--- src/hdl/awm_pkg.sv ---
// awm_pkg: shared constants and types of the aux word mapper
package awm_pkg;

    localparam int          DATA_W       = 32;
    localparam int          LANES        = 4;
    localparam int          BYTE_W       = 8;
    localparam int          SEQ_W        = 6;
    localparam int          CNT_W        = 8;
    localparam int          LAT_EXTRA    = 0;

    localparam logic [5:0]  SEQ_LAST_0614 = 6'h03;
    localparam logic [5:0]  SEQ_LAST_1228 = 6'h07;
    localparam logic [5:0]  SEQ_LAST_2457 = 6'h0f;
    localparam logic [5:0]  SEQ_LAST_6144 = 6'h27;

    localparam logic [5:0]  SEQ_CW_FULL_6144 = 6'h01;
    localparam logic [5:0]  SEQ_CW_PART_6144 = 6'h02;

    localparam logic [3:0]  LANES_NONE   = 4'h0;
    localparam logic [3:0]  LANES_TOP1   = 4'h8;
    localparam logic [3:0]  LANES_TOP2   = 4'hc;
    localparam logic [3:0]  LANES_ALL    = 4'hf;

    localparam logic [7:0]  X_LAST       = 8'hff;
    localparam logic [7:0]  Z_LAST       = 8'h95;
    localparam logic [7:0]  SYNC_CHAR    = 8'hbc;
    localparam logic [3:0]  L1_PAD       = 4'h0;

    localparam logic [31:0] WORD_ZERO    = 32'h0000_0000;

    typedef enum logic [1:0] {
        AWM_RATE_0614,
        AWM_RATE_1228,
        AWM_RATE_2457,
        AWM_RATE_6144
    } awm_rate_t;

endpackage : awm_pkg

--- src/hdl/awm_if.sv ---
// awm_if: transmit aux and direct link between mapper and user logic
interface awm_if;
    logic [5:0]  tx_seq;
    logic [3:0]  tx_ctrl;
    logic        tx_err;
    logic [31:0] tx_data;
    logic [31:0] tx_mask;
    logic        dir_ready;
    logic        dir_valid;
    logic [31:0] dir_data;

    modport device (
        output tx_seq,
        output tx_ctrl,
        output tx_err,
        output dir_ready,
        input  tx_data,
        input  tx_mask,
        input  dir_valid,
        input  dir_data
    );

    modport user (
        input  tx_seq,
        input  tx_ctrl,
        input  tx_err,
        input  dir_ready,
        output tx_data,
        output tx_mask,
        output dir_valid,
        output dir_data
    );
endinterface : awm_if

--- src/hdl/awm_device.sv ---
// awm_device: transmit aux and direct word mapper of the link core
module awm_device #(
    parameter int         LAT_EXTRA = awm_pkg::LAT_EXTRA,
    parameter logic [7:0] X_LAST    = awm_pkg::X_LAST,
    parameter logic [7:0] Z_LAST    = awm_pkg::Z_LAST
) (
    input  wire logic              i_clk,
    input  wire logic              i_rst_n,
    awm_if.device                  link,
    input  wire awm_pkg::awm_rate_t i_rate,
    input  wire logic              i_l1_reset_req,
    input  wire logic              i_l1_rai,
    input  wire logic              i_l1_sdi,
    input  wire logic              i_l1_los,
    output logic [31:0]            o_line_word,
    output logic [5:0]             o_line_seq,
    output logic                   o_line_sync
);

    localparam int L = LAT_EXTRA + 1;

    typedef struct packed {
        logic       special;
        logic       drdy;
        logic [3:0] ctrl;
        logic [5:0] seq;
    } awm_dstage_t;

    // last sequence slot of a basic frame for each rate
    function automatic logic [5:0] seq_last(input awm_pkg::awm_rate_t r);
        logic [5:0] v;
        v = awm_pkg::SEQ_LAST_0614;
        unique case (r)
            awm_pkg::AWM_RATE_0614: v = awm_pkg::SEQ_LAST_0614;
            awm_pkg::AWM_RATE_1228: v = awm_pkg::SEQ_LAST_1228;
            awm_pkg::AWM_RATE_2457: v = awm_pkg::SEQ_LAST_2457;
            awm_pkg::AWM_RATE_6144: v = awm_pkg::SEQ_LAST_6144;
        endcase
        return v;
    endfunction : seq_last

    // lanes of a bus word that hold the control word
    function automatic logic [3:0] ctrl_lanes(
        input awm_pkg::awm_rate_t r,
        input logic [5:0]         s
    );
        logic [3:0] v;
        v = awm_pkg::LANES_NONE;
        unique case (r)
            // one byte, top lane of word 0 only
            awm_pkg::AWM_RATE_0614: begin
                if (s == '0) begin
                    v = awm_pkg::LANES_TOP1;
                end
            end
            // two bytes, top two lanes of word 0 only
            awm_pkg::AWM_RATE_1228: begin
                if (s == '0) begin
                    v = awm_pkg::LANES_TOP2;
                end
            end
            // four bytes of one word
            awm_pkg::AWM_RATE_2457: begin
                if (s == '0) begin
                    v = awm_pkg::LANES_ALL;
                end
            end
            // ten control bytes span slots 0, 1 and top half of 2
            awm_pkg::AWM_RATE_6144: begin
                if (s <= awm_pkg::SEQ_CW_FULL_6144) begin
                    v = awm_pkg::LANES_ALL;
                end else if (s == awm_pkg::SEQ_CW_PART_6144) begin
                    v = awm_pkg::LANES_TOP2;
                end
            end
        endcase
        return v;
    endfunction : ctrl_lanes

    logic [5:0]  seq;
    logic [7:0]  x_cnt;
    logic [7:0]  z_cnt;
    logic [3:0]  ctrl;
    logic        special;
    logic        drdy;
    logic        err;

    wire  [5:0]  last_w     = seq_last(i_rate);
    wire         seq_wrap   = (seq == last_w);
    wire         x_wrap     = (x_cnt == X_LAST);
    wire  [5:0]  next_seq   = seq_wrap ? 6'h00 : seq + 6'h01;
    wire  [7:0]  next_x     = !seq_wrap ? x_cnt :
                              (x_wrap ? 8'h00 : x_cnt + 8'h01);
    wire  [7:0]  next_z     = !(seq_wrap && x_wrap) ? z_cnt :
                              ((z_cnt == Z_LAST) ? 8'h00 : z_cnt + 8'h01);
    wire  [3:0]  next_ctrl  = ctrl_lanes(i_rate, next_seq);
    // sync character goes out in the top lane when Z=X=0 in slot 0
    wire         next_spec  = (next_seq == 6'h00) && (next_x == 8'h00) &&
                              (next_z == 8'h00);
    // direct sources are asked for input only on pure data slots
    wire         next_drdy  = (next_ctrl == awm_pkg::LANES_NONE);

    // frame position counters
    always_ff @(posedge i_clk) begin
        if (!i_rst_n) begin
            seq     <= 6'h00;
            x_cnt   <= 8'h00;
            z_cnt   <= 8'h00;
            ctrl    <= awm_pkg::LANES_ALL;
            special <= 1'b1;
            drdy    <= 1'b0;
        end else begin
            seq     <= next_seq;
            x_cnt   <= next_x;
            z_cnt   <= next_z;
            ctrl    <= next_ctrl;
            special <= next_spec;
            drdy    <= next_drdy;
        end
    end

    assign link.tx_seq    = seq;
    assign link.tx_ctrl   = ctrl;
    assign link.dir_ready = drdy;
    assign link.tx_err    = err;

    // slot attributes follow the shown seq by 1+N cycles
    awm_dstage_t stage [0:L];
    assign stage[0] = '{special: special, drdy: drdy, ctrl: ctrl, seq: seq};

    genvar g;
    generate
        for (g = 1; g <= L; g++) begin : g_pipe
            always_ff @(posedge i_clk) begin
                if (!i_rst_n) begin
                    stage[g] <= '0;
                end else begin
                    stage[g] <= stage[g-1];
                end
            end
        end
    endgenerate

    // layer1 status travels as single bits in the control byte
    wire  [7:0]  l1_byte = {awm_pkg::L1_PAD, i_l1_reset_req, i_l1_rai,
                            i_l1_sdi, i_l1_los};

    // own fill of each lane: sync char, control byte or zero
    logic [31:0] fill;
    generate
        for (g = 0; g < awm_pkg::LANES; g++) begin : g_fill
            assign fill[g*8 +: 8] =
                (stage[L].special && g == awm_pkg::LANES - 1) ?
                    awm_pkg::SYNC_CHAR :
                (stage[L].ctrl[g] ? l1_byte : 8'h00);
        end
    endgenerate

    // direct data replaces fill when ready was given for this slot
    wire  [31:0] base_word = (stage[L].drdy && link.dir_valid) ?
                             link.dir_data : fill;
    // mask bit wins over every other source
    wire  [31:0] next_word = (link.tx_mask & link.tx_data) |
                             (~link.tx_mask & base_word);
    wire         next_err  = stage[L].special && (|link.tx_mask);

    // outgoing word and error, one cycle after the write
    always_ff @(posedge i_clk) begin
        if (!i_rst_n) begin
            o_line_word <= awm_pkg::WORD_ZERO;
            o_line_seq  <= 6'h00;
            o_line_sync <= 1'b0;
            err         <= 1'b0;
        end else begin
            o_line_word <= next_word;
            o_line_seq  <= stage[L].seq;
            o_line_sync <= stage[L].special;
            err         <= next_err;
        end
    end

endmodule : awm_device

--- src/flat_wrapper.sv ---
// flat-port wrapper written by rule: the top's interface ports become plain ports
module awm_device_flat 
#(
    parameter int         LAT_EXTRA = awm_pkg::LAT_EXTRA,
    parameter logic [7:0] X_LAST    = awm_pkg::X_LAST,
    parameter logic [7:0] Z_LAST    = awm_pkg::Z_LAST
)
  (i_clk, i_rst_n, i_rate, i_l1_reset_req, i_l1_rai, i_l1_sdi, i_l1_los, o_line_word, o_line_seq, o_line_sync, link_tx_seq, link_tx_ctrl, link_tx_err, link_dir_ready, link_tx_data, link_tx_mask, link_dir_valid, link_dir_data);
  awm_if link_i ();
  input  wire logic i_clk;
  input  wire logic i_rst_n;
  input  wire awm_pkg::awm_rate_t i_rate;
  input  wire logic i_l1_reset_req;
  input  wire logic i_l1_rai;
  input  wire logic i_l1_sdi;
  input  wire logic i_l1_los;
  output logic [31:0] o_line_word;
  output logic [5:0] o_line_seq;
  output logic o_line_sync;
  output wire logic [$bits(link_i.tx_seq)-1:0] link_tx_seq;
  output wire logic [$bits(link_i.tx_ctrl)-1:0] link_tx_ctrl;
  output wire logic [$bits(link_i.tx_err)-1:0] link_tx_err;
  output wire logic [$bits(link_i.dir_ready)-1:0] link_dir_ready;
  input wire logic [$bits(link_i.tx_data)-1:0] link_tx_data;
  input wire logic [$bits(link_i.tx_mask)-1:0] link_tx_mask;
  input wire logic [$bits(link_i.dir_valid)-1:0] link_dir_valid;
  input wire logic [$bits(link_i.dir_data)-1:0] link_dir_data;
  assign link_tx_seq = link_i.tx_seq;
  assign link_tx_ctrl = link_i.tx_ctrl;
  assign link_tx_err = link_i.tx_err;
  assign link_dir_ready = link_i.dir_ready;
  assign link_i.tx_data = link_tx_data;
  assign link_i.tx_mask = link_tx_mask;
  assign link_i.dir_valid = link_dir_valid;
  assign link_i.dir_data = link_dir_data;
  awm_device #(.LAT_EXTRA(LAT_EXTRA), .X_LAST(X_LAST), .Z_LAST(Z_LAST)) u_core (.i_clk(i_clk), .i_rst_n(i_rst_n), .link(link_i), .i_rate(i_rate), .i_l1_reset_req(i_l1_reset_req), .i_l1_rai(i_l1_rai), .i_l1_sdi(i_l1_sdi), .i_l1_los(i_l1_los), .o_line_word(o_line_word), .o_line_seq(o_line_seq), .o_line_sync(o_line_sync));
endmodule
--- config.mk ---
export PLATFORM = sky130hd
export DESIGN_NAME = awm_device_flat
export DESIGN_NICKNAME = d
export VERILOG_FILES = /design/src/hdl/awm_pkg.sv /design/src/hdl/awm_if.sv /design/src/hdl/awm_device.sv /design/src/flat_wrapper.sv
export SDC_FILE = /design/constraint.sdc
export NUM_CORES = 1
export LEC_CHECK = 0
export ABC_AREA = 1
export BUFFER_PORTS_ARGS = -buffer_cell sky130_fd_sc_hd__buf_2
export CORE_MARGIN = 2
export CORE_UTILIZATION = 48
export DETAILED_ROUTE_END_ITERATION = 6
export MAX_ROUTING_LAYER = met4
export PLACE_DENSITY = 0.76
export SLEW_MARGIN = 20
export SYNTH_ARGS = -nofsm -noshare
export SYNTH_HDL_FRONTEND = slang
export SYNTH_SLANG_ARGS = --single-unit
--- constraint.sdc ---
create_clock -name i_clk -period 2.7 [get_ports i_clk]
set_clock_uncertainty 0.2 [all_clocks]
set_input_delay 0.135 -clock i_clk [delete_from_list [all_inputs] [get_ports i_clk]]
set_output_delay 0.135 -clock i_clk [all_outputs]
set_load 0.05 [all_outputs]
==> impl_metrics.toml, run 1 <==
[placed_design]
place_area_sq_um = 4514
dp_cells = 783
gp_congestion = 0.9122
hpwlAfterDp_um = 8118
numPortBuffers = 155
pre_cts_ws_ns = 0.3960

[logic_synthesis]
synth_edf_count = 0
syn_inst = 547
synthesis.area_sq_um = 3729
synthTopCellsByArea = "dfxtp_1, nand2_1, nor2_1"
yosysTopAreaCell = "dfxtp_1"
ys_top_cells_by_count = "nand2_1, nor2_1, dfxtp_1, inv_1, a21oi_1"
yosysMostFrequentCell = "nand2_1"
synth_nets = 659
synth_top_area_share_pct = 41.88
ys_seq_area_share_pct = 41.88
synth_warnings = 0
async_flop_share_pct = 0
syn_avg_cell_area_sq_um = 6.816
synthDistinctLibCells = 30
ys_seq_elements = 78
synthFlopType = "dfxtp_1"

[clocking]
clk_path_buf_depth = 2
cts_sinks = 78
cts-root-buf = "clkbuf_8"
htreeDepth = 3
cts_tree = "yes"
numCtsBuffers = 9
clk_latency_ns = 0.36
clk_pin_slew_ns = 0.09

[timing]
finalCritPeriodShare_pct = 93.87
slew_viol_final = 0
rsz0062_at_grt = "no"
max_slew_margin_pct = 53.25
setup_ws_ns = 0.1654
finalHoldViolCount = 1
fin_crit_ns = 2.535
fmax_mhz = 394.5
setup_viol = 0
tns_ns = 0
worst_pin_slew_ns = 0.7004
holdWs_ns = -0.001242

[drt]
routed_wirelength_um = 13080
drt-pass1-iter-count = 5
final_antenna_net_count = 0
route.detailed.drc = 0
drt_iter0_drc = 274
vias = 4466
vias_per_cell = 5.127
wl_per_cell_um = 15.01

[final_layout]
layoutNonFillerInstCount = 871
diodes = 0
fin_nets = 876
layout-drive-gt1-share_pct = 26.92
final_area_sq_um = 5424
area_growth_pct = 45.47

[global_routing]
grt_use_total_pct = 31.86
grt_overflow = 0
antenna_found_initial = 0
first_global_vias = 4370
grt_pass1_wl_um = 20830
grt_max_degree = 35

[power]
cellPowerDensity_nw_per_um2 = 485.5
p_clk_share_pct = 32.0
leakagePower_nw = 2.814
swShare_pct = 32.76
power_frac_seq_pct = 46.5
power_mw = 2.634
p_int_mw = 1.771
p_sw_mw = 0.8627
p_comb_share_pct = 21.4
max-vdd-ir-drop_mv = 0.3135

[critical_path]
cp_top_family = "simple AND/OR/NAND/NOR gates"
path_buf_inv = 3
timing.rr.start = "u_core.link.tx_seq[0]"
worstPathArrival_ns = 2.63
cpPeakStageDelay_ns = 0.55
cp-start-kind = "flip-flop"
path_common_cell = "nand2_2"
crit_fanout = 12
crit_chain = "ha_1 -> nand2_1 -> inv_1 -> nand3_2 -> inv_2 -> nand2_4 -> nand3_1 -> nand2_2 -> nor2_4 -> nand2_2 -> o211ai_1 -> dlygate4sd3_1"
cp-end-kind = "flip-flop"
cp-startpoint = "u_core.link.tx_seq[0]"
timing_worst_setup_path_type = "reg2reg"
critPathSlowestCell = "dlygate4sd3_1"
worstPathRequired_ns = 2.80
r2r_slack_ns = 0.17

[floorplan]
dieHeight_um = 92.14
initial_core_util_pct = 49.01
rows = 32
core_area_sq_um = 7607
fp.dieArea_sq_um = 8489
ioPinCount = 156
die_w_um = 92.14

[outcome]
status = "finished, violations left"
violations = "hold timing"

[worst_hold_path]
min_from = "link_tx_data[29]"
hold_class = "in2reg"

[job]
maxCapViolations = 0
repair_timing:
action	in CTS	in global routing
buffers inserted	0	2
hold endpoints to repair	34	0
resized for setup	0	3
hold buffers	70	0
setup endpoints to repair	0	13
sequential cells by signal, summed over array words and instances (netlist names):
signal	flops
u_core.o_line_word	32
u_core.x_cnt	8
u_core.o_line_sync	1
u_core.special	1
u_core.link.tx_seq	6
u_core.z_cnt	8
u_core.link.dir_ready	1
u_core.link.tx_ctrl	3
u_core.stage	11
u_core.o_line_seq	6
u_core.link.tx_err	1
worst paths after layout:
| check | end | cells past startpoint |
|---|---|---|
| hold reg to reg | u_core.stage[11] | 2 |
| setup / recovery | u_core.link.tx_ctrl[1] | 12 |
| hold / removal | u_core.o_line_word[29] | 4 |
| setup reg to reg | u_core.link.tx_ctrl[1] | 12 |
cells by family after synthesis:
logic type	share of synthesized area, %
AND/OR/NAND/NOR	31.81
buffers and inverters	11.71
AO/OA/AOI/OAI	10.84
flip-flops	41.88
adder cells (fa/ha/maj)	2.349
XOR/XNOR	1.409
metal layers:
metal	GRT usage [%]	wire, um	up-vias
met1	33.54	4796	1966
met4	18.91	837	0
li1	-	-	2137
met2	52.94	6189	275
met3	9.449	1251	88
met5	-	0	-
area by class of cell:
cell class              instances  area (sq um)
fillers                       550          2183
clock buffers                   9         123.9
flip-flops and latches         78          1564
repair buffers                231          1521
well taps                     102         127.6
inverters                      77         292.8
clock inverters                 7         63.81
multi-input cells             367          1730
power by group through the flow:
stage | clock network [mW] | registers [mW] | logic, mW
finish | 0.844 | 1.23 | 0.564
global route | 0.913 | 1.23 | 0.595
CTS | 0.857 | 1.22 | 0.535
detailed placement | 0 | 1.25 | 0.447
global placement | 0 | 1.25 | 0.443
floorplan | 0 | 1.36 | 0.181
cell usage in the layout (no fill, tap or decap), drive strengths merged, types with 4 or more instances in the layout:
cell           n
a21oi         48
a31oi          4
buf          161
clkbuf         9
dfxtp         78
dlygate4sd3   70
ha             7
inv           80
nand2        133
nand3         29
nand4          6
nor2          94
nor4           8
o21ai         24
xor2           5
through the flow:
stage / hold WS (ns) / utilization, %
6_report: -0.001242 / 71.30
5_1_grt: 0.02845 / 71.30
4_1_cts: 0.00007289 / 71.02
3_5_place_dp: 0.1770 / 59.34
3_3_place_gp: 0.1633 / 59.34
2_1_floorplan: 0.07363 / -
worst reg2reg max path: stages, from the launching register on:
cell,delay [ns]
dfxtp_2,0.42
ha_1,0.24
nand2_1,0.07
inv_1,0.06
nand3_2,0.11
inv_2,0.09
nand2_4,0.12
nand3_1,0.15
nand2_2,0.08
nor2_4,0.15
nand2_2,0.10
o211ai_1,0.15
dlygate4sd3_1,0.55
Power figures use the tool's default switching activity.
==> run 2: changes to the inputs <==
BUFFER_PORTS_ARGS = default   (was -buffer_cell sky130_fd_sc_hd__buf_2)
CORE_UTILIZATION = 55   (was 48)
DONT_BUFFER_PORTS = 1   (was default)
PLACE_DENSITY = 0.7   (was 0.76)
==> run 2 against run 1 <==
The run now ends clean. Power fell by 1.8%. Largest power group unchanged. Cell count fell by 19%. Sequential power rose by 11%. Die area decreased by 12%. Via count fell by 12%. Sequential share of layout area is 4.3 points higher. Non-clock buffer count shrank 146. Clock power is 8.6% higher. Sequential cell count unchanged. Largest cell class unchanged.
==> impl_metrics.toml, run 2 (synthesis gave the netlist of run 1 again) <==
[clocking]
clk_pin_slew_ns = 0.08
cts_sinks = 78
cts-root-buf = "clkbuf_8"
htreeDepth = 3
numCtsBuffers = 9
cts_tree = "yes"
clk_latency_ns = 0.35
clk_path_buf_depth = 2

[drt]
routed_wirelength_um = 11800
route.detailed.drc = 0
drt_iter0_drc = 245
vias = 3908
final_antenna_net_count = 0
wl_per_cell_um = 16.76
vias_per_cell = 5.551
drt-pass1-iter-count = 5

[global_routing]
grt_overflow = 0
grt_pass1_wl_um = 17820
grt_max_degree = 35
met2_usage_pct = 52.24
antenna_found_initial = 0
grt-busiest-layer = "met2"
grt_use_total_pct = 31.26
met1_usage_pct = 32.72
grt.met3_usage_pct = 8.095
first_global_vias = 3712

[floorplan]
fp.dieArea_sq_um = 7454
initial_core_util_pct = 55.81
ioPinCount = 156
core_area_sq_um = 6681
dieHeight_um = 86.34
rows = 30
die_w_um = 86.34

[timing]
worst_pin_slew_ns = 0.6794
fin_crit_ns = 2.532
fmax_mhz = 394.9
setup_ws_ns = 0.1679
max_slew_margin_pct = 54.66
setup_viol = 0
tns_ns = 0
finalCritPeriodShare_pct = 93.78
rsz0062_at_grt = "no"
finalHoldViolCount = 0
slew_viol_final = 0

[final_layout]
final_common_cell = "nand2_1"
reg_top3 = "u_core.o_line_word: 32 flops, u_core.stage: 11 flops"
fin_nets = 731
fill_cells = 503
diodes = 0
area_growth_pct = 26.51
largest_reg_flops = 32
final_cell_mix = "nand2_1, nor2_1, dfxtp_1"
layoutNonFillerInstCount = 704
top_register = "u_core.o_line_word"
fin_util_pct = 70.60
layout-drive-gt1-share_pct = 9.295

[critical_path]
worstPathRequired_ns = 2.75
cp-start-kind = "input port"
timing_worst_setup_path_type = "in2reg"
crit_fanout = 2
reg2reg_depth = 11
worstPathArrival_ns = 2.58
cp-end-kind = "flip-flop"

[job]
maxCapViolations = 0

[outcome]
status = "complete, no violations"

[power]
max-vdd-ir-drop_mv = 0.3369
power_mw = 2.587
leakagePower_nw = 2.204
cellPowerDensity_nw_per_um2 = 548.4

[worst_hold_path]
hold_path_depth = 4
hold_class = "in2reg"

[placed_design]
pre_cts_ws_ns = 0.6214
dp_cells = 611
numPortBuffers = 0
gp_congestion = 0.8918
hpwlAfterDp_um = 7077
[run 2: cell count changes in the layout (fill, tap and decap cells not counted), sizes merged]
| cell | delta |
|---|---|
| buf | -149 |
| bufinv | +1 |
| clkinv | +2 |
| dlygate4sd3 | +3 |
| inv | -2 |
[run 2: per-layer routing]
| layer | share of wire [%] | vias to the layer above | wire length (um) |
|---|---|---|---|
| li1 | - | 1850 | - |
| met4 | 6.1 | 0 | 716 |
| met3 | 9.8 | 78 | 1154 |
| met5 | 0 | - | 0 |
| met1 | 37 | 1742 | 4309 |
| met2 | 48 | 238 | 5617 |
[run 2: final timing paths]
check | startpoint | to | slack (ns)
setup reg to reg | u_core.link.tx_seq[3] | u_core.link.tx_ctrl[1] | 0.28
setup / recovery | link_tx_mask[18] | u_core.link.tx_err | 0.17
hold reg to reg | u_core.stage[5] | u_core.o_line_seq[5] | 0.21
hold / removal | i_rate[0] | u_core.link.tx_seq[0] | 0.006
[run 2: repair_timing]
action,in CTS,in global routing
buffers inserted,0,2
hold buffers,74,0
endpoints found under the setup margin,0,9
gates resized for setup,0,2
hold endpoints to repair,57,0
[run 2: cell type report]
cell class / count / area (sq um) / area share, %
Inverter: 77 / 292.8 / 6.207
Clock inverter: 7 / 82.58 / 1.751
Multi-Input combinational cell: 367 / 1733 / 36.74
Clock buffer: 9 / 123.9 / 2.626
Timing Repair Buffer: 85 / 818.3 / 17.35
Sequential cell: 78 / 1562 / 33.10
Tap cell: 80 / 100.1 / 2.122
Timing Repair inverter: 1 / 5.005 / 0.1061
[run 2: report_power, final]
group	internal [mW]	switching, mW
Sequential	1.20	0.155
Clock	0.441	0.475
Combinational	0.145	0.169
Total	1.79	0.800
[run 2: critical path, stage by stage]
cell           delay (ns)
dlygate4sd3_1        0.58
nor4_1               0.40
dlygate4sd3_1        0.62
nand4_1              0.09
dlygate4sd3_1        0.60
nor2_1               0.10
nor2_1               0.06
[run 2: per-stage QoR]
| step | instance area, sq um | hold slack [ns] |
|---|---|---|
| after global placement | 3749 | 0.008486 |
| after floorplan | 3729 | 0.07363 |
| after global routing | 4717 | 0.04891 |
| after CTS | 4696 | 0.006666 |
| after detailed placement | 3749 | 0.01099 |
| final | 4717 | 0.005778 |
==> run 3: changes to the inputs <==
CELL_PAD_IN_SITES_DETAIL_PLACEMENT = 1   (was default)
CELL_PAD_IN_SITES_GLOBAL_PLACEMENT = 1   (was default)
CORE_UTILIZATION = 43   (was 55)
MAX_ROUTING_LAYER = default   (was met4)
PLACE_DENSITY = 0.79   (was 0.7)
==> run 3 against run 2 <==
Worst setup slack better by 0.047 ns. Register-to-register slack lost 0.07 ns. Clock power barely moved. Critical path type is now reg2reg. First-iteration DRC count decreased by 13%. Combinational power grew 6.7%. Maximum frequency rose by 1.9%. Utilization is 13 points lower. Largest cell class unchanged. Largest power group unchanged. Via count is 4.0% higher.
==> impl_metrics.toml, run 3 (synthesis gave the netlist of run 1 again) <==
[outcome]
status = "complete, no violations"

[global_routing]
grt_overflow = 0
first_global_vias = 4407
grt_use_total_pct = 32.78
antenna_found_initial = 0
grt_max_degree = 36
grt_pass1_wl_um = 24330

[timing]
max_slew_margin_pct = 50.09
finalHoldViolCount = 0
holdWs_ns = 0.02497
fin_crit_ns = 2.485
tns_ns = 0
worst_pin_slew_ns = 0.7430
setup_viol = 0
rsz0062_at_grt = "no"
finalCritPeriodShare_pct = 92.05
fmax_mhz = 402.4
slew_viol_final = 0
setup_ws_ns = 0.2146

[placed_design]
pre_cts_ws_ns = 0.5405
place_area_sq_um = 3780
gp_congestion = 0.8995
numPortBuffers = 0
hpwlAfterDp_um = 8562

[drt]
wl_per_cell_um = 21.02
route.detailed.drc = 0
drt_iter0_drc = 213
routed_wirelength_um = 15310
vias = 4064
vias_per_cell = 5.582
drt-pass1-iter-count = 5
final_antenna_net_count = 0

[critical_path]
worstPathRequired_ns = 2.79
critPathSlowestCell = "dlygate4sd3_1"
cpPeakStageDelay_ns = 0.55
crit_fanout = 16
worstPathArrival_ns = 2.58
cp-end-kind = "flip-flop"
cp_top_family = "buffers and inverters"
cp-start-kind = "flip-flop"
path_common_cell = "a21oi_1"
crit_chain = "nand2_2 -> clkinvlp_4 -> buf_4 -> nand2_1 -> a21oi_1 -> a21oi_1 -> dlygate4sd3_1 -> or2_2 -> inv_1"
timing_worst_setup_path_type = "reg2reg"
path_buf_inv = 4

[power]
max-vdd-ir-drop_mv = 0.2538
leakagePower_nw = 2.202
cellPowerDensity_nw_per_um2 = 550.3

[final_layout]
largest_reg_flops = 32
final_area_sq_um = 4751
final_common_cell = "nand2_1"
final_cell_mix = "nand2_1, nor2_1, dfxtp_1"
fill_cells = 1048
top_register = "u_core.o_line_word"
reg_top3 = "u_core.o_line_word: 32 flops, u_core.stage: 11 flops"
diodes = 0
fin_nets = 730
layout-drive-gt1-share_pct = 8.828
area_growth_pct = 27.42

[clocking]
clk_path_buf_depth = 2
cts-root-buf = "clkbuf_8"
clk_latency_ns = 0.37
cts_sinks = 78
clk_pin_slew_ns = 0.11
numCtsBuffers = 9
cts_tree = "yes"
htreeDepth = 3

[floorplan]
initial_core_util_pct = 44.93
rows = 33
fp.dieArea_sq_um = 9432
dieHeight_um = 97.12
core_area_sq_um = 8299
ioPinCount = 156
die_w_um = 97.12

[job]
maxCapViolations = 0

[worst_hold_path]
hold_class = "in2reg"
==> run 3: changes by cell type in the layout (fill, tap and decap cells not counted) <==
cell,change
buf_2,-1
clkinv_4,-1
clkinvlp_2,-1
inv_8,-2
buf_4,-1
clkbuf_1,+1
inv_6,+2
dlygate4sd3_1,+1
buf_12,+1
==> run 3: through the flow <==
step                instances  util, %  power (mW)
detailed placement        636    45.55       1.576
finish                    728    57.24       2.614
floorplan                 547        -       1.543
CTS                       727    57.08       2.580
global route              728    57.24       2.704
global placement          636    45.55       1.570
==> run 3: worst paths after layout <==
| check | from | to | slack (ns) | cells past startpoint |
|---|---|---|---|---|
| worst max-delay path | u_core.stage[10] | u_core.o_line_word[31] | 0.21 | 9 |
| worst min-delay path | i_rate[1] | u_core.link.tx_seq[0] | 0.02 | 5 |
| worst max register to register | u_core.stage[10] | u_core.o_line_word[31] | 0.21 | 9 |
| worst min register to register | u_core.stage[3] | u_core.o_line_seq[3] | 0.21 | 2 |
==> run 3: report_power, final <==
| group | switching (mW) | internal (mW) |
|---|---|---|
| Sequential | 0.160 | 1.20 |
| Combinational | 0.186 | 0.148 |
| Clock | 0.485 | 0.435 |
| Total | 0.831 | 1.78 |
==> run 3: final cells by class <==
cell class	instances	area, sq um	share of cell area, %
well taps	105	131.4	2.765
clock inverters	6	68.82	1.449
repair buffers	85	835.8	17.59
inverters	77	292.8	6.163
multi-input cells	367	1733	36.48
clock buffers	10	127.6	2.686
flip-flops and latches	78	1562	32.87
==> run 3: tightest hold or removal path, delay by kind of cell <==
kind	cells	cell delay (ns)
AND/OR/NAND/NOR	5	0.39
==> run 3: repair_timing <==
item | in CTS | in global routing
endpoints found under the setup margin | 0 | 15
resized for setup | 0 | 2
hold buffers | 75 | 0
setup buffers | 0 | 1
endpoints found under the hold margin | 58 | 0
==> run 3: metal layers <==
metal / vias up / wire length (um) / GRT usage (%)
li1: 1843 / - / -
met4: 0 / 927 / 18.20
met3: 67 / 1242 / 9.496
met1: 1932 / 5530 / 35.36
met2: 222 / 7604 / 57.37
met5: - / 0 / 0
